**src/inc/qodfr_pkg.sv**
```systemverilog
package qodfr_pkg;

   // ---------------------------------------------------------------
   // Instruction codes
   // ---------------------------------------------------------------
   localparam logic [7:0] QUAD_OUTPUT_READ_CMD = 8'h6b;
   localparam logic [7:0] QUAD_OUTPUT_READ_WIDE_ADDR_CMD = 8'h6c;
   localparam logic [7:0] DUAL_IO_READ_CMD = 8'hbb;
   localparam logic [7:0] DUAL_IO_READ_WIDE_ADDR_CMD = 8'hbc;

   // ---------------------------------------------------------------
   // Frame layout
   // ---------------------------------------------------------------
   localparam logic [5:0] CMD_BITS = 6'h08;
   localparam logic [5:0] ADDR_BITS_NARROW = 6'h18;
   localparam logic [5:0] ADDR_BITS_WIDE = 6'h20;
   localparam logic [5:0] MODE_BITS = 6'h08;
   localparam logic [5:0] STEP_SINGLE = 6'h01;
   localparam logic [5:0] STEP_DUAL = 6'h02;
   localparam logic [5:0] SHORT_FRAME_EDGES = 6'h08;
   localparam logic [5:0] EDGE_COUNT_MAX = 6'h3f;
   localparam logic [3:0] CONT_MODE_NIBBLE = 4'ha;
   localparam logic [1:0] LANES_QUAD = 2'h1;
   localparam logic [1:0] LANES_DUAL = 2'h3;
   localparam logic [3:0] OE_QUAD = 4'hf;
   localparam logic [3:0] OE_DUAL = 4'h3;
   localparam logic [7:0] UNDERRUN_BYTE = 8'hff;

   // ---------------------------------------------------------------
   // Dummy cycles per latency code
   // ---------------------------------------------------------------
   localparam logic [3:0] QUAD_DUMMY_TBL [0:3] = '{4'h8, 4'h8, 4'h8, 4'h0};
   localparam logic [3:0] DUAL_HP_DUMMY_TBL [0:3] = '{4'h4, 4'h4, 4'h4, 4'h0};
   localparam logic [3:0] DUAL_EH_DUMMY_TBL [0:3] = '{4'h4, 4'h4, 4'h5, 4'h1};

   // ---------------------------------------------------------------
   // Types
   // ---------------------------------------------------------------
   typedef enum logic [6:0] {
      ST_IDLE = 7'h01,
      ST_CMD = 7'h02,
      ST_ADDR = 7'h04,
      ST_MODE = 7'h08,
      ST_DUMMY = 7'h10,
      ST_DATA = 7'h20,
      ST_IGNORE = 7'h40
   } qodfr_state_e;

   typedef struct packed {
      logic cs_n;
      logic sck;
      logic [3:0] io;
   } qodfr_pins_s;

   typedef struct packed {
      logic four_byte_address_enable;
      logic quad_enable;
      logic enhanced_latency_table;
      logic [1:0] latency_code;
   } qodfr_cfg_s;

   function automatic logic [3:0] dummy_cycles(input logic quad, input qodfr_cfg_s cfg);
      if (quad) begin
         return QUAD_DUMMY_TBL[cfg.latency_code];
      end
      if (cfg.enhanced_latency_table) begin
         return DUAL_EH_DUMMY_TBL[cfg.latency_code];
      end
      return DUAL_HP_DUMMY_TBL[cfg.latency_code];
   endfunction : dummy_cycles

endpackage : qodfr_pkg

```
**src/rtl/qodfr_read.sv**
```systemverilog
`timescale 1ns/1ps
// Summary of operation
// - Quad read: legacy code takes 3 or 4 address bytes per enable; alternate always 4.
// - Quad read returns one nibble per clock on IO0-IO3, changed on falling SCK.
// - Dummy cycles follow the quad address; IO lines are ignored during them.
// - Reads start at any byte, address increments per byte and wraps to zero.
// - Quad read only works when the quad enable bit is set.
// - Dual read: legacy code takes 3 or 4 address bytes per enable; alternate always 4.
// - Dual read address arrives two bits per rising SCK on IO0 and IO1.
// - High-performance table: instruction, address, latency, no mode cycles.
// - Enhanced table: instruction, address, four mode cycles, then latency.
// - Mode upper nibble A: next frame is a dual read starting at the address.
// - Only the mode byte's upper nibble is decoded; lower nibble ignored.
// - Any other upper nibble leaves continuous mode at the next select release.
// - A frame of eight clocks or fewer without valid sequence leaves continuous mode.
// - Dual read returns two bits per clock on IO0 and IO1, changed on falling SCK.
// - Dual read dummy count comes from the latency code.
// - Four-byte address enable makes the legacy codes take four address bytes.
// - Dummies count fall to fall; zero dummies drives data on the first fall.
// - Releasing select ends a read at any point of the data stream.
module qodfr_read #(
   parameter int ADDR_BITS = 25,
   parameter int FIFO_DEPTH = 2
) (
   // Clock and reset
   input wire logic CLK_I,
   input wire logic RESET_I,
   // Serial link pins
   input wire logic SCK_I,
   input wire logic CS_N_I,
   input wire logic [3:0] IO_I,
   output logic [3:0] IO_O,
   output logic [3:0] IO_OE_O,
   // Configuration
   input wire logic FOUR_BYTE_ADDRESS_ENABLE_I,
   input wire logic QUAD_ENABLE_I,
   input wire logic ENHANCED_LATENCY_TABLE_I,
   input wire logic [1:0] LATENCY_CODE_I,
   // Status
   output logic CONTINUOUS_MODE_O,
   // Array read stream
   output logic [ADDR_BITS-1:0] MEM_ADDR_O,
   input wire logic [7:0] MEM_RDATA_I,
   input wire logic MEM_RVALID_I,
   output logic MEM_RREADY_O
);

   localparam int CW = $clog2(FIFO_DEPTH + 1);
   localparam int PW = (FIFO_DEPTH > 1) ? $clog2(FIFO_DEPTH) : 1;

   // ---------------------------------------------------------------
   // Pin synchroniser
   // ---------------------------------------------------------------
   // SCK is sampled, so it must stay well below half the system clock.
   qodfr_pkg::qodfr_pins_s pins_s1, pins_s2, pins_s3;
   qodfr_pkg::qodfr_cfg_s cfg;
   logic sck_rise, sck_fall, cs_rise;
   always_ff @(posedge CLK_I or posedge RESET_I) begin
      if (RESET_I) begin
         pins_s1 <= '{cs_n: 1'b1, sck: 1'b0, io: 4'h0};
         pins_s2 <= '{cs_n: 1'b1, sck: 1'b0, io: 4'h0};
         pins_s3 <= '{cs_n: 1'b1, sck: 1'b0, io: 4'h0};
      end else begin
         pins_s1 <= '{cs_n: CS_N_I, sck: SCK_I, io: IO_I};
         pins_s2 <= pins_s1;
         pins_s3 <= pins_s2;
      end
   end
   assign sck_rise = pins_s2.sck & ~pins_s3.sck;
   assign sck_fall = ~pins_s2.sck & pins_s3.sck;
   assign cs_rise = pins_s2.cs_n & ~pins_s3.cs_n;
   assign cfg = '{four_byte_address_enable: FOUR_BYTE_ADDRESS_ENABLE_I,
                  quad_enable: QUAD_ENABLE_I,
                  enhanced_latency_table: ENHANCED_LATENCY_TABLE_I,
                  latency_code: LATENCY_CODE_I};
   function automatic logic [PW-1:0] ptr_inc(input logic [PW-1:0] p);
      return (p == PW'(FIFO_DEPTH - 1)) ? '0 : p + PW'(1);
   endfunction : ptr_inc
   // ---------------------------------------------------------------
   // Frame engine and byte buffer
   // ---------------------------------------------------------------
   qodfr_pkg::qodfr_state_e state, next_state;
   logic [7:0] cmd_sh, next_cmd_sh;
   logic [31:0] addr_sh, next_addr_sh;
   logic [7:0] mode_sh, next_mode_sh;
   logic [5:0] bit_cnt, next_bit_cnt;
   logic [5:0] rise_cnt, next_rise_cnt;
   logic [3:0] dcnt, next_dcnt;
   logic quad, next_quad;
   logic wide, next_wide;
   logic cont, next_cont;
   logic frame_cont, next_frame_cont;
   logic mode_seen, next_mode_seen;
   logic [3:0] mode_nib, next_mode_nib;
   logic [7:0] out_sh, next_out_sh;
   logic [1:0] lanes, next_lanes;
   logic [3:0] io_out, next_io_out;
   logic [3:0] io_oe, next_io_oe;
   logic [ADDR_BITS-1:0] mem_addr, next_mem_addr;
   logic rready, next_rready;
   logic [7:0] fifo_mem [FIFO_DEPTH];
   logic [7:0] next_fifo_mem [FIFO_DEPTH];
   logic [PW-1:0] rd_ptr, next_rd_ptr, wr_ptr, next_wr_ptr;
   logic [CW-1:0] count, next_count;
   logic push, pop, drive, addr_done;
   logic [7:0] byte_now;
   logic [5:0] addr_len;
   always_comb begin
      next_state = state;
      next_cmd_sh = cmd_sh;
      next_addr_sh = addr_sh;
      next_mode_sh = mode_sh;
      next_bit_cnt = bit_cnt;
      next_rise_cnt = rise_cnt;
      next_dcnt = dcnt;
      next_quad = quad;
      next_wide = wide;
      next_cont = cont;
      next_frame_cont = frame_cont;
      next_mode_seen = mode_seen;
      next_mode_nib = mode_nib;
      next_out_sh = out_sh;
      next_lanes = lanes;
      next_io_out = io_out;
      next_io_oe = io_oe;
      next_mem_addr = mem_addr;
      next_fifo_mem = fifo_mem;
      next_rd_ptr = rd_ptr;
      next_wr_ptr = wr_ptr;
      next_count = count;
      addr_done = 1'b0;
      addr_len = wide ? qodfr_pkg::ADDR_BITS_WIDE : qodfr_pkg::ADDR_BITS_NARROW;
      // Memory side fills the buffer; each accepted byte advances the address
      push = MEM_RVALID_I & rready;
      if (push) begin
         next_fifo_mem[wr_ptr] = MEM_RDATA_I;
         next_wr_ptr = ptr_inc(wr_ptr);
         next_mem_addr = mem_addr + ADDR_BITS'(1);
      end
      // Output shifter, one lane group per falling edge
      drive = sck_fall && !pins_s2.cs_n &&
              ((state == qodfr_pkg::ST_DUMMY && dcnt == 4'h0) ||
               state == qodfr_pkg::ST_DATA);
      pop = drive && lanes == 2'h0 && count != '0;
      byte_now = (count != '0) ? fifo_mem[rd_ptr] : qodfr_pkg::UNDERRUN_BYTE;
      if (pop) begin
         next_rd_ptr = ptr_inc(rd_ptr);
      end
      if (drive) begin
         next_state = qodfr_pkg::ST_DATA;
         next_io_oe = quad ? qodfr_pkg::OE_QUAD : qodfr_pkg::OE_DUAL;
         if (lanes == 2'h0) begin
            next_io_out = quad ? byte_now[7:4] : {2'b00, byte_now[7:6]};
            next_out_sh = quad ? {byte_now[3:0], 4'h0} : {byte_now[5:0], 2'b00};
            next_lanes = quad ? qodfr_pkg::LANES_QUAD : qodfr_pkg::LANES_DUAL;
         end else begin
            next_io_out = quad ? out_sh[7:4] : {2'b00, out_sh[7:6]};
            next_out_sh = quad ? {out_sh[3:0], 4'h0} : {out_sh[5:0], 2'b00};
            next_lanes = lanes - 2'h1;
         end
      end
      next_count = count + CW'(push) - CW'(pop);
      if (sck_rise && rise_cnt != qodfr_pkg::EDGE_COUNT_MAX) begin
         next_rise_cnt = rise_cnt + 6'h01;
      end
      if (pins_s2.cs_n) begin
         // Select high ends any read at once
         next_state = qodfr_pkg::ST_IDLE;
         next_io_oe = 4'h0;
         if (cs_rise && mode_seen) begin
            next_cont = (mode_nib == qodfr_pkg::CONT_MODE_NIBBLE);
         end else if (cs_rise && frame_cont && rise_cnt <= qodfr_pkg::SHORT_FRAME_EDGES) begin
            next_cont = 1'b0;
         end
      end else begin
         unique case (state)
            qodfr_pkg::ST_IDLE: begin
               next_state = cont ? qodfr_pkg::ST_ADDR : qodfr_pkg::ST_CMD;
               next_bit_cnt = '0;
               next_rise_cnt = '0;
               next_frame_cont = cont;
               next_mode_seen = 1'b0;
               next_addr_sh = '0;
               next_cmd_sh = '0;
               next_lanes = '0;
               next_quad = cont ? 1'b0 : quad;
            end
            qodfr_pkg::ST_CMD: begin
               if (sck_rise) begin
                  next_cmd_sh = {cmd_sh[6:0], pins_s2.io[0]};
                  next_bit_cnt = bit_cnt + qodfr_pkg::STEP_SINGLE;
                  if (next_bit_cnt == qodfr_pkg::CMD_BITS) begin
                     next_bit_cnt = '0;
                     next_state = qodfr_pkg::ST_ADDR;
                     next_quad = (next_cmd_sh == qodfr_pkg::QUAD_OUTPUT_READ_CMD ||
                                  next_cmd_sh == qodfr_pkg::QUAD_OUTPUT_READ_WIDE_ADDR_CMD);
                     next_wide = (next_cmd_sh == qodfr_pkg::QUAD_OUTPUT_READ_WIDE_ADDR_CMD ||
                                  next_cmd_sh == qodfr_pkg::DUAL_IO_READ_WIDE_ADDR_CMD ||
                                  cfg.four_byte_address_enable);
                     if (next_quad && !cfg.quad_enable) begin
                        next_state = qodfr_pkg::ST_IGNORE;
                     end else if (!next_quad && next_cmd_sh != qodfr_pkg::DUAL_IO_READ_CMD &&
                                  next_cmd_sh != qodfr_pkg::DUAL_IO_READ_WIDE_ADDR_CMD) begin
                        next_state = qodfr_pkg::ST_IGNORE;
                     end
                  end
               end
            end
            qodfr_pkg::ST_ADDR: begin
               if (sck_rise) begin
                  if (quad) begin
                     next_addr_sh = {addr_sh[30:0], pins_s2.io[0]};
                     next_bit_cnt = bit_cnt + qodfr_pkg::STEP_SINGLE;
                  end else begin
                     next_addr_sh = {addr_sh[29:0], pins_s2.io[1:0]};
                     next_bit_cnt = bit_cnt + qodfr_pkg::STEP_DUAL;
                  end
                  if (next_bit_cnt == addr_len) begin
                     addr_done = 1'b1;
                     next_bit_cnt = '0;
                     next_mem_addr = next_addr_sh[ADDR_BITS-1:0];
                     next_rd_ptr = '0;
                     next_wr_ptr = '0;
                     next_count = '0;
                     next_dcnt = qodfr_pkg::dummy_cycles(quad, cfg);
                     if (!quad && cfg.enhanced_latency_table) begin
                        next_state = qodfr_pkg::ST_MODE;
                     end else begin
                        next_state = qodfr_pkg::ST_DUMMY;
                     end
                  end
               end
            end
            qodfr_pkg::ST_MODE: begin
               if (sck_rise) begin
                  next_mode_sh = {mode_sh[5:0], pins_s2.io[1:0]};
                  next_bit_cnt = bit_cnt + qodfr_pkg::STEP_DUAL;
                  if (next_bit_cnt == qodfr_pkg::MODE_BITS) begin
                     next_mode_seen = 1'b1;
                     next_mode_nib = next_mode_sh[7:4];
                     next_state = qodfr_pkg::ST_DUMMY;
                  end
               end
            end
            qodfr_pkg::ST_DUMMY: begin
               // IO lines are not looked at while the latency runs
               if (sck_fall && dcnt != 4'h0) begin
                  next_dcnt = dcnt - 4'h1;
               end
            end
            qodfr_pkg::ST_DATA, qodfr_pkg::ST_IGNORE: begin
            end
            default: begin
               next_state = qodfr_pkg::ST_IDLE;
            end
         endcase
      end

      // Prefetch only once the start address is known
      next_rready = (next_state == qodfr_pkg::ST_MODE || next_state == qodfr_pkg::ST_DUMMY ||
                     next_state == qodfr_pkg::ST_DATA) && next_count < CW'(FIFO_DEPTH);
   end
   always_ff @(posedge CLK_I or posedge RESET_I) begin
      if (RESET_I) begin
         state <= qodfr_pkg::ST_IDLE;
         cmd_sh <= '0;
         addr_sh <= '0;
         mode_sh <= '0;
         bit_cnt <= '0;
         rise_cnt <= '0;
         dcnt <= '0;
         quad <= 1'b0;
         wide <= 1'b0;
         cont <= 1'b0;
         frame_cont <= 1'b0;
         mode_seen <= 1'b0;
         mode_nib <= '0;
         out_sh <= '0;
         lanes <= '0;
         io_out <= '0;
         io_oe <= '0;
         mem_addr <= '0;
         rready <= 1'b0;
         rd_ptr <= '0;
         wr_ptr <= '0;
         count <= '0;
         for (int i = 0; i < FIFO_DEPTH; i++) begin
            fifo_mem[i] <= '0;
         end
      end else begin
         state <= next_state;
         cmd_sh <= next_cmd_sh;
         addr_sh <= next_addr_sh;
         mode_sh <= next_mode_sh;
         bit_cnt <= next_bit_cnt;
         rise_cnt <= next_rise_cnt;
         dcnt <= next_dcnt;
         quad <= next_quad;
         wide <= next_wide;
         cont <= next_cont;
         frame_cont <= next_frame_cont;
         mode_seen <= next_mode_seen;
         mode_nib <= next_mode_nib;
         out_sh <= next_out_sh;
         lanes <= next_lanes;
         io_out <= next_io_out;
         io_oe <= next_io_oe;
         mem_addr <= next_mem_addr;
         rready <= next_rready;
         rd_ptr <= next_rd_ptr;
         wr_ptr <= next_wr_ptr;
         count <= next_count;
         fifo_mem <= next_fifo_mem;
      end
   end
   assign IO_O = io_out;
   assign IO_OE_O = io_oe;
   assign CONTINUOUS_MODE_O = cont;
   assign MEM_ADDR_O = mem_addr;
   assign MEM_RREADY_O = rready;
endmodule : qodfr_read

```
**config.mk**
```make
export PLATFORM = sky130hd
export DESIGN_NAME = qodfr_read
export DESIGN_NICKNAME = d
export VERILOG_FILES = /design/src/inc/qodfr_pkg.sv /design/src/rtl/qodfr_read.sv
export SDC_FILE = /design/constraint.sdc
export NUM_CORES = 1
export LEC_CHECK = 0
export BUFFER_PORTS_ARGS = -buffer_cell sky130_fd_sc_hd__buf_2
export CORE_MARGIN = 4
export CORE_UTILIZATION = 59
export DETAILED_ROUTE_END_ITERATION = 10
export HOLD_SLACK_MARGIN = 0.1
export PLACE_DENSITY = 0.79
export SYNTH_ARGS = -nofsm -noshare
export SYNTH_HDL_FRONTEND = slang
export SYNTH_SLANG_ARGS = --single-unit
```
**constraint.sdc**
```tcl
create_clock -name CLK_I -period 5.2 [get_ports CLK_I]
set_input_delay 1.04 -clock CLK_I [delete_from_list [all_inputs] [get_ports CLK_I]]
set_output_delay 1.04 -clock CLK_I [all_outputs]
set_load 0.02 [all_outputs]
```
After elaboration in Yosys (flattened, before gate mapping)
Index checks and enable logic that the tools add are counted.
Cells by class
  multiplexer cells: 111
  order comparisons: 6
  equal/unequal tests: 28
  add/sub/neg operators: 10
  bitwise logic cells: 11
  reductions and logical operators: 49
Operators by type and width (number)
  $mux 25: 6
  $mux 6: 13
  $mux 7: 11
  $mux 4: 19
  $mux 8: 8
  $pmux 24 s2: 1
  $pmux 7 s5: 1
  $mux 1: 30
  $add 25x1->25 const B: 1
  $bmux 4 s2: 3
  $mux 24: 1
  $pmux 6 s4: 1
  $mux 2: 9
  $bwmux 16: 1
  $eq 8x7->1 const B: 2
  $logic_and 1x1->1: 16
  $ne 8x8->1 const B: 2
  $reduce_and 5->1: 3
  $eq 7x4->1 const B: 2
  $eq 7x5->1 const B: 2
  $eq 7x6->1 const B: 2
  $ne 2x2->1 const B: 7
  $pmux 7 s2: 1
  $reduce_bool 2->1: 7
  other kinds (40): 66
Storage, ports and cells
  bits in registers: 143
  word-level logic and storage cells: 247
  input bits: 22
  output and inout bits: 35

Depth between registers and ports, before layout
Gate-level depths: netlist (run 1).
  depth after elaboration: 20
  gate-level depth with buffers: 13
  gate-level depth less buffers: 13

Worst setup path before layout (run 1)
No wires, ideal clock.
  path type: flip-flop to flip-flop
  from: register dcnt[0]
  to: register rready (netlist: MEM_RREADY_O)
  cell stages (with the launch flop): 14
  setup time: 0.099 ns
  path slack: 2.530 ns
  path buffers: 0
  required time: 5.101 ns
  arrival: 2.570 ns
  cell sequence: dfrtp_1 -> inv_1 -> ha_1 -> nor3b_1 -> a21oi_1 -> or4_1 -> nor2_1 -> ha_1 -> inv_1 -> ha_1 -> xor2_1 -> xnor2_1 -> nor2_1 -> a311oi_1
On the way
  word-level cells in the longest chain between the ends: 13
RTL lines
  start: declaration: line qodfr_read.sv:88  | logic [3:0] dcnt, next_dcnt;
  start signal: assignment: line qodfr_read.sv:297  | dcnt <= next_dcnt;
  $logic_not 4->1 (*): line qodfr_read.sv:142  | ((state == qodfr_pkg::ST_DUMMY && dcnt == 4'h0) ||
  $logic_and 1x1->1 (*): line qodfr_read.sv:142
  $logic_or 1x1->1 (*): line qodfr_read.sv:142
  $logic_and 1x1->1 (*): line qodfr_read.sv:141  | drive = sck_fall && !pins_s2.cs_n &&
  $logic_and 1x1->1 (*) (2 in a row): line qodfr_read.sv:144  | pop = drive && lanes == 2'h0 && count != '0;
  $sub 2x1->2 (*): line qodfr_read.sv:162  | next_count = count + CW'(push) - CW'(pop);
  $mux 2: line qodfr_read.sv:218  | if (next_bit_cnt == addr_len) begin
  $mux 2: line qodfr_read.sv:210  | if (sck_rise) begin
  $mux 2: line qodfr_read.sv:176  | unique case (state)
  $mux 2 (*): line qodfr_read.sv:166  | if (pins_s2.cs_n) begin
  net next_count[1]: line qodfr_read.sv:104  | logic [CW-1:0] count, next_count;
  $lt 2x2->1 (*): line qodfr_read.sv:261  | next_state == qodfr_pkg::ST_DATA) && next_count < CW'(FIFO_DEPTH);
  $logic_and 1x1->1 (*): line qodfr_read.sv:261
  net next_rready: line qodfr_read.sv:100  | logic rready, next_rready;
  end signal: assignment: line qodfr_read.sv:309  | rready <= next_rready;
  end: declaration: line qodfr_read.sv:100
Mark *: on every way through the listed nets, which the timed path passes. The rest lies on a longest branch.
A chain may end at the register's enable or synchronous reset.

Worst setup path in the final report (run 1)
  from: register bit_cnt[1]
  to: register rready (netlist: MEM_RREADY_O)
RTL lines
  start: declaration: line qodfr_read.sv:86  | logic [5:0] bit_cnt, next_bit_cnt;
  start signal: assignment: line qodfr_read.sv:295  | bit_cnt <= next_bit_cnt;
  $add 6x2->6 or $add 6x1->6 (tied branches): line qodfr_read.sv:216, qodfr_read.sv:213
  $mux 6 (*): line qodfr_read.sv:211  | if (quad) begin
  $mux 6 (*): line qodfr_read.sv:210
  $mux 6 (*): line qodfr_read.sv:176
  $mux 6 (*): line qodfr_read.sv:166
  $eq 6x6->1 (*): line qodfr_read.sv:218
  $mux 2 (*): line qodfr_read.sv:218
  $mux 2 (*): line qodfr_read.sv:210
  $mux 2 (*): line qodfr_read.sv:176
  $mux 2 (*): line qodfr_read.sv:166
  net next_count[1]: line qodfr_read.sv:104
  $lt 2x2->1 (*): line qodfr_read.sv:261
  $logic_and 1x1->1 (*): line qodfr_read.sv:261
  net next_rready: line qodfr_read.sv:100
Mark *: on every way through the listed nets, which the timed path passes. The rest lies on a longest branch. The select of a mux whose other input is x is not followed.

==> results.txt, run 1 <==
----------------------------------------------------
[Status]
  Outcome ... complete, no violations

[Pwr]
  Total chip power ... ~2.6 mW
  Power density over cell area ... around 330 nW/um2
  Proportion of power drawn by the clock network ... 52.0%
  Internal Power ... roughly 2 mW
  Leakage power summed over all cells ... approximately 3.7 nW
  Sw Ratio ... between 20 and 25%
  Net Sw Power ... approximately 0.58 mW
  Comb power frac ... 5.5%
  Sequential share of power ... between 40% and 50%
  Worst vdd ir ... between 300 and 400 uV

[Placement]
  Number of buffers added on ports ... 54
  # placed instances ... slightly below 900
  Final RePlAce weighted congestion ... 0.8757
  Pre-CTS setup slack ... about 2000 ps
  Detailed placer's ending HPWL ... ~11 mm
  Total cell area at the placement stage ... 7437 um2

[Yosys]
  Syn nets ... around 760
  Share of synthesized flip-flops with an asynchronous set or reset ... 100.0%
  Fraction of the mapped netlist area in adder cells ... between 2 and 2.5%
  Post-Synthesis Mean Instance Area ... approximately 9.9 um2
  Yosys Warn Count ... 0
  Area share of and/or/nand/nor cells after synthesis ... about 16%
  Sequential cell area fraction in the yosys report ... between 40% and 50%
  Area fraction in compound gates after synthesis ... approximately 16%
  Gate count after technology mapping ... just over 700
  Synth Area in XOR/XNOR ... 4.170%
  Distinct cell type count after synthesis ... around 70
  Prevailing post-synth register cell ... sky130_fd_sc_hd__dfrtp_1
  Multiplexer share of the synthesized area ... around 9%
  Combinational family with the most area after synthesis ... compound AO/OA/AOI/OAI gates
  Post-synthesis instance area ... ~7100 um2
  Count of flip-flops with a built-in enable after synthesis ... 0
  Number of synthesized register bits ... around 140

[Floorplan]
  Top-Level Pins ... 57
  Floorplan die area ... ~14000 um2
  Vert. Die Dim ... between 100 and 150 um
  Core Box Area ... ~12000 um2
  Core Rows ... 39
  Starting utilization of the core area ... 61.50%
  Horizontal die dimension ... roughly 120 um

[Clock tree]
  Worst-path clk slew ... ~60 ps
  Clock Tree Root ... sky130_fd_sc_hd__clkbuf_16
  Worst-skew pair later-pin latency ... roughly 430 ps
  Number of sinks driven by the clock tree ... between 100 and 150
  Number of CTS-inserted buffers ... 17
  Deepest level of the CTS H-tree ... 4
  Number of buffers added to fix hold violations after cts ... 0
  CTS tree ... built
  Maximum clock path buffer count ... 2
  Post-CTS sizing ... 0
  Number of setup buffers added after CTS ... 0

[Cells and area]
  Core utilization of the finished layout ... between 60% and 70%
  Layout fillers ... about 850
  Area of the multi-input gates ... approximately 3400 um2
  Final cell area excluding filler cells ... ~8100 um2
  Synth-to-Final Area Change ... 13.58%
  Area occupied by registers ... about 3500 um2
  Fraction of layout instances using a drive strength above 1 ... approximately 18%
  Number of inserted diodes ... 0
  Net count reported at finish ... 794
  Final cell count without fillers ... 916

[Worst setup path]
  Data arrival time at the worst-slack endpoint ... 3630 ps
  Beginning of the worst register-to-register path ... bit_cnt[1]$_DFFE_PP0P_
  Cell count of the worst reg-to-reg path ... 8
  Worst Path Class, Setup ... flip-flop to flip-flop
  Biggest fanout along the worst timing path ... 53
  Reg-to-reg setup timing slack ... 1880 ps
  Required time of the critical path ... around 5500 ps
  Crit. End Element ... flip-flop
  Worst reg2reg endpoint ... MEM_RREADY_O$_DFF_PP0_
  Worst setup SP type ... flip-flop

[Hold path]
  Worst hold path type ... flip-flop to flip-flop
  Hold-critical path depth ... 0
  Startpoint of the tightest hold check path ... pins_s1[4]$_DFF_PP0_
  Hold Path End ... pins_s2[4]$_DFF_PP0_

[STA]
  Final worst slack ... roughly 1900 ps
  Count of endpoints failing hold in the final timing report ... 0
  Worst Clk Skew ... around 6 ps
  Post-layout min period ... around 3300 ps
  Max-slew violation total from the final report ... 0
  Final setup fails ... 0
  Maximum clock frequency ... roughly 0.3 GHz
  Worst-margin pin slew ... approximately 940 ps
  Unrepaired setup endpoints after global routing ... false
  Final hold slack ... around 350 ps
  Share of the clock period used by the worst path after layout ... 63.85%
  Slew headroom ... between 30 and 40%
  Summed negative setup slack over all endpoints ... 0 ps

[Drt]
  Detailed-router iteration count before antenna repair ... 5
  DRT antenna net count ... 0
  Final wirelength ... ~16 mm
  Vias post-DR ... 5628
  Avg Vias per Cell ... 6.144
  DRC violation total after the first TritonRoute iteration ... ~590
  Count of unresolved DRC violations after routing ... 0
  Average routed wire per standard cell ... approximately 17 um

[GRT]
  Global-route usage over all layers ... a little under a quarter
  Vias in the first global route ... ~5400
  Total overflow reported by the global router ... 0
  Initial antenna violation count ... 0
  Wire length of the first global-routing pass ... about 26 mm
  Maximum number of pins on one net before global-route repair ... 98

[Flow run]
  Number of maximum-capacitance violations ... 0

----------------------------------------------------
registers in the layout (all words and copies together), names as in the netlist, 2 cells and up:
signal,count
rise_cnt,6
cmd_sh,7
out_sh,6
dcnt,4
fifo_mem,16
state,7
IO_OE_O,2
pins_s2,4
lanes,2
pins_s3,2
mode_nib,4
addr_sh,24
MEM_ADDR_O,25
bit_cnt,6
count,2
pins_s1,4
IO_O,4
mode_sh,6
cell usage after synthesis, types with 7 or more instances:
library cell / count / area (um2)
sky130_fd_sc_hd__a31oi_1: 8 / 50.05
sky130_fd_sc_hd__buf_4: 7 / 52.55
sky130_fd_sc_hd__nand3_1: 19 / 95.09
sky130_fd_sc_hd__o22ai_1: 9 / 56.30
sky130_fd_sc_hd__buf_2: 11 / 55.05
sky130_fd_sc_hd__o31ai_1: 26 / 195.2
sky130_fd_sc_hd__o211ai_1: 7 / 52.55
sky130_fd_sc_hd__dfrtp_1: 135 / 3378
sky130_fd_sc_hd__inv_1: 20 / 75.07
sky130_fd_sc_hd__xor2_1: 12 / 105.1
sky130_fd_sc_hd__nor2_1: 87 / 326.6
sky130_fd_sc_hd__nand2_1: 73 / 274.0
sky130_fd_sc_hd__ha_1: 12 / 150.1
sky130_fd_sc_hd__clkbuf_1: 19 / 71.32
sky130_fd_sc_hd__mux2i_1: 26 / 260.3
sky130_fd_sc_hd__o21ai_0: 38 / 190.2
sky130_fd_sc_hd__a22oi_1: 8 / 60.06
sky130_fd_sc_hd__mux2_2: 34 / 382.9
sky130_fd_sc_hd__a21oi_1: 42 / 210.2
sky130_fd_sc_hd__nor3_1: 8 / 40.04
sky130_fd_sc_hd__xnor2_1: 22 / 192.7
worst max path at each step:
stage                                 from                             to  slack, ps  depth (start not counted)
floorplan                          RESET_I  CONTINUOUS_MODE_O$_DFFE_PP0P_        440                          1
global placement              MEM_RVALID_I       MEM_ADDR_O[19]$_DFF_PP0_       2030                          8
detailed placement            MEM_RVALID_I       MEM_ADDR_O[18]$_DFF_PP0_       1960                          8
CTS                 bit_cnt[1]$_DFFE_PP0P_         MEM_RREADY_O$_DFF_PP0_       1910                          8
global route        bit_cnt[1]$_DFFE_PP0P_         MEM_RREADY_O$_DFF_PP0_       1610                          8
finish              bit_cnt[1]$_DFFE_PP0P_         MEM_RREADY_O$_DFF_PP0_       1880                          8
power groups by stage:
| stage | registers [mW] | clock network (mW) | logic, mW |
|---|---|---|---|
| 3_5_place_dp | 1.14 | 0 | 0.144 |
| 5_1_grt | 1.12 | 1.44 | 0.166 |
| 6_report | 1.12 | 1.37 | 0.146 |
| 3_3_place_gp | 1.14 | 0 | 0.137 |
| 4_1_cts | 1.12 | 1.39 | 0.146 |
| 2_1_floorplan | 1.13 | 0 | 0.109 |
per-layer routing:
layer / vias to the layer above / wire (um) / global-route usage [%]
met5: - / 0 / 0
met3: 27 / 884 / 6.391
met1: 2765 / 7070 / 31.08
met4: 0 / 251 / 7.473
met2: 175 / 7553 / 37.26
li1: 2661 / - / -
critical path, stage by stage (launching register included):
cell and delay [ps]:
sky130_fd_sc_hd__dfrtp_1 560, sky130_fd_sc_hd__ha_1 350, sky130_fd_sc_hd__nand3_1 200, sky130_fd_sc_hd__nor3_1 350, sky130_fd_sc_hd__o211ai_1 150, sky130_fd_sc_hd__a2bb2o_2 290, sky130_fd_sc_hd__and3_2 810, sky130_fd_sc_hd__nor2_1 170
sky130_fd_sc_hd__a311oi_1 330
placed cells by master, fill, tap and decap left out, types with 3 or more instances in the layout:
master / instances
sky130_fd_sc_hd__a21o_1: 3
sky130_fd_sc_hd__a21oi_1: 42
sky130_fd_sc_hd__a22o_1: 5
sky130_fd_sc_hd__a22oi_1: 8
sky130_fd_sc_hd__a2bb2oi_1: 4
sky130_fd_sc_hd__a31oi_1: 8
sky130_fd_sc_hd__a32oi_1: 3
sky130_fd_sc_hd__and3_1: 3
sky130_fd_sc_hd__and4b_1: 3
sky130_fd_sc_hd__buf_2: 54
sky130_fd_sc_hd__buf_4: 5
sky130_fd_sc_hd__bufinv_16: 6
sky130_fd_sc_hd__clkbuf_16: 17
sky130_fd_sc_hd__clkinv_2: 3
sky130_fd_sc_hd__clkinvlp_4: 3
sky130_fd_sc_hd__dfrtp_1: 134
sky130_fd_sc_hd__dfstp_2: 4
sky130_fd_sc_hd__ha_1: 12
sky130_fd_sc_hd__inv_1: 19
sky130_fd_sc_hd__mux2_2: 34
sky130_fd_sc_hd__mux2i_1: 26
sky130_fd_sc_hd__nand2_1: 73
sky130_fd_sc_hd__nand2b_1: 4
sky130_fd_sc_hd__nand3_1: 19
sky130_fd_sc_hd__nand4_1: 3
sky130_fd_sc_hd__nand4b_1: 5
sky130_fd_sc_hd__nor2_1: 87
sky130_fd_sc_hd__nor2b_1: 6
sky130_fd_sc_hd__nor3_1: 8
sky130_fd_sc_hd__nor3b_1: 3
sky130_fd_sc_hd__o211ai_1: 7
sky130_fd_sc_hd__o21a_1: 4
sky130_fd_sc_hd__o21ai_0: 38
sky130_fd_sc_hd__o22ai_1: 9
sky130_fd_sc_hd__o31ai_1: 26
sky130_fd_sc_hd__or3_1: 3
sky130_fd_sc_hd__or4_1: 3
sky130_fd_sc_hd__xnor2_1: 22
sky130_fd_sc_hd__xor2_1: 12
kinds of logic after synthesis:
family / Yosys count
fa+ha+maj: 12
compound gates: 177
buf+inv: 61
xor+xnor: 34
simple gates: 239
mux: 60
flops: 139
final cells by class:
cell class / instances / share of cell area [%]
sequential: 139 / 42.96
clock buffer: 20 / 5.630
inverter: 21 / 1.033
tap: 143 / 2.206
multi-input combinational: 522 / 41.69
timing repair buffer: 59 / 3.795
clock inverter: 12 / 2.684
(Power assumes the default switching activity.)
==> run 2, diff against run 1 <==
--- a/config.mk
+++ b/config.mk
@@ -7,10 +7,10 @@
 export LEC_CHECK = 0
 export BUFFER_PORTS_ARGS = -buffer_cell sky130_fd_sc_hd__buf_2
 export CORE_MARGIN = 4
-export CORE_UTILIZATION = 59
+export CORE_UTILIZATION = 54
 export DETAILED_ROUTE_END_ITERATION = 10
 export HOLD_SLACK_MARGIN = 0.1
-export PLACE_DENSITY = 0.79
+export PLACE_DENSITY = 0.76
 export SYNTH_ARGS = -nofsm -noshare
 export SYNTH_HDL_FRONTEND = slang
 export SYNTH_SLANG_ARGS = --single-unit
==> constraint.sdc (replaced) <==
create_clock -name CLK_I -period 2.9 [get_ports CLK_I]
set_input_delay 0.58 -clock CLK_I [delete_from_list [all_inputs] [get_ports CLK_I]]
set_output_delay 0.58 -clock CLK_I [all_outputs]
set_load 0.02 [all_outputs]
==> run 2 against run 1 <==
  * Setup slack worse by 1700 ps
  * Total power up 73%
  * Register-to-register slack lost 1700 ps
  * Largest cell class unchanged
  * First-iteration DRC count shrank 16%
  * Global-route usage fell by 0.60 points
==> results.txt, run 2 (synthesis results as in run 1) <==
----------------------------------------------------
[Status]
  Outcome ... complete, no violations

[STA]
  Summed negative setup slack over all endpoints ... 0 ps
  Maximum clock frequency ... ~0.36 GHz
  Max-slew violation total from the final report ... 0
  Post-layout min period ... between 2000 and 3000 ps
  Final worst slack ... roughly 130 ps
  Worst Clk Skew ... approximately 12 ps
  Worst-margin pin slew ... around 580 ps
  Share of the clock period used by the worst path after layout ... between 90% and 100%
  Count of endpoints failing hold in the final timing report ... 0
  Slew headroom ... about three fifths
  Unrepaired setup endpoints after global routing ... true
  Final setup fails ... 0

[GRT]
  Wire length of the first global-routing pass ... between 20 and 30 mm
  Vias in the first global route ... around 5500
  Initial antenna violation count ... 0
  Maximum number of pins on one net before global-route repair ... approximately 90
  Total overflow reported by the global router ... 0
  Global-route usage over all layers ... between 20% and 30%

[Drt]
  Vias post-DR ... approximately 5700
  DRC violation total after the first TritonRoute iteration ... just under 500
  DRT antenna net count ... 0
  Final wirelength ... between 15 and 20 mm
  Avg Vias per Cell ... about 6
  Count of unresolved DRC violations after routing ... 0
  Detailed-router iteration count before antenna repair ... 5
  Average routed wire per standard cell ... 16.86 um

[Pwr]
  Power density over cell area ... approximately 550 nW/um2
  Leakage power summed over all cells ... 3.792 nW
  Worst vdd ir ... slightly above 700 uV
  Total chip power ... roughly 4.6 mW

[Worst setup path]
  Worst Path Class, Setup ... flip-flop to flip-flop
  Biggest fanout along the worst timing path ... 3
  Data arrival time at the worst-slack endpoint ... 3080 ps
  Worst setup SP type ... flip-flop
  Cell count of the worst reg-to-reg path ... 13
  Setup crit start ... dcnt[1]$_DFFE_PP0P_
  Reg-to-reg setup timing slack ... around 130 ps
  Crit. End Element ... flip-flop
  Worst reg2reg endpoint ... MEM_RREADY_O$_DFF_PP0_
  Beginning of the worst register-to-register path ... dcnt[1]$_DFFE_PP0P_
  Required time of the critical path ... 3210 ps

[Cells and area]
  Net count reported at finish ... around 820
  Fraction of layout instances using a drive strength above 1 ... a little over a fifth
  Synth-to-Final Area Change ... 16.31%
  Final cell area excluding filler cells ... between 8000 and 9000 um2
  Final cell count without fillers ... between 900 and 1000
  Most frequent cells in the layout ... 133 x sky130_fd_sc_hd__dfrtp_1, 86 x sky130_fd_sc_hd__nor2_1, 73 x sky130_fd_sc_hd__nand2_1
  Number of inserted diodes ... 0
  Max reg flops ... 25
  Most common library cell in the layout ignoring fill and taps ... sky130_fd_sc_hd__dfrtp_1

[Hold path]
  Worst hold path type ... input pin to flip-flop
  Startpoint of the tightest hold check path ... CS_N_I
  Hold-critical path depth ... 1
  Hold Path End ... pins_s1[5]$_DFF_PP1_

[Floorplan]
  Starting utilization of the core area ... 55.91%
  Vert. Die Dim ... ~120 um
  Horizontal die dimension ... 123 um
  Core Rows ... just over 40
  Core Box Area ... 12770 um2
  Top-Level Pins ... 57
  Floorplan die area ... 15130 um2

[Flow run]
  Number of maximum-capacitance violations ... 0

[Placement]
  Number of buffers added on ports ... between 50 and 60
  Total cell area at the placement stage ... ~7700 um2
  Pre-CTS setup slack ... -28.99 ps
  Final RePlAce weighted congestion ... about 0.9
  # placed instances ... between 900 and 1000
  Detailed placer's ending HPWL ... around 11 mm

[Clock tree]
  Number of setup buffers added after CTS ... 0
  Deepest level of the CTS H-tree ... 4
  Worst-skew pair later-pin latency ... 420 ps
  CTS tree ... built
  Clock Tree Root ... sky130_fd_sc_hd__clkbuf_16
  Number of sinks driven by the clock tree ... about 140
  Worst-path clk slew ... around 60 ps
  Number of CTS-inserted buffers ... 17
  Maximum clock path buffer count ... 2

----------------------------------------------------
## run 2: metrics by stage
stage | hold WS [ps] | utilization (%)
floorplan | 331.2 | -
global route | 239.6 | 65.03
global placement | 334.4 | 59.97
finish | 259.9 | 65.03
CTS | 244.8 | 64.95
detailed placement | 334.7 | 59.97
## run 2: worst max path at each step
stage | endpoint | slack (ps)
floorplan | MEM_RREADY_O$_DFF_PP0_ | 230
global placement | MEM_RREADY_O$_DFF_PP0_ | 90
detailed placement | MEM_RREADY_O$_DFF_PP0_ | -30
CTS | MEM_RREADY_O$_DFF_PP0_ | 40
global route | MEM_RREADY_O$_DFF_PP0_ | -40
finish | MEM_RREADY_O$_DFF_PP0_ | 130
## run 2: where the power goes
part	leakage, nW	switching, mW	total, mW	internal, mW
sequential	1.87	0.0285	2.00	1.97
clock	0.300	0.807	2.26	1.46
combinational	1.62	0.209	0.291	0.0819
## run 2: final cells by class
type | count | area, um2
fill | 999 | 4467
sequential | 139 | 3486
tap | 172 | 215.2
timing repair buffer | 80 | 505.5
clock inverter | 12 | 172.7
clock buffer | 20 | 446.7
inverter | 21 | 82.58
multi-input combinational | 522 | 3398
## run 2: metal layers
metal	track usage (%)	part of all wire (%)	up-vias
met5	0	0	-
met4	6.851	1.2	0
met3	5.627	5.8	22
met2	37.03	49	199
met1	30.31	44	2785
li1	-	-	2693
## run 2: critical path, stage by stage (launching register included)
cell and delay (ps):
sky130_fd_sc_hd__dfrtp_1 370, sky130_fd_sc_hd__inv_1 90, sky130_fd_sc_hd__ha_1 140, sky130_fd_sc_hd__nor3b_2 190
sky130_fd_sc_hd__a21oi_2 100, sky130_fd_sc_hd__or4_1 530, sky130_fd_sc_hd__nor2_2 150, sky130_fd_sc_hd__ha_1 240
sky130_fd_sc_hd__inv_1 60, sky130_fd_sc_hd__ha_1 150, sky130_fd_sc_hd__xor2_1 180, sky130_fd_sc_hd__xnor2_1 150
sky130_fd_sc_hd__nor2_1 90, sky130_fd_sc_hd__a311oi_1 230
## run 2: timing repair
item	CTS	global route
hold buffers	1	0
hold endpoints to repair	5	0
pin swaps	0	1
setup endpoints to repair	1	28
resized for setup	2	4
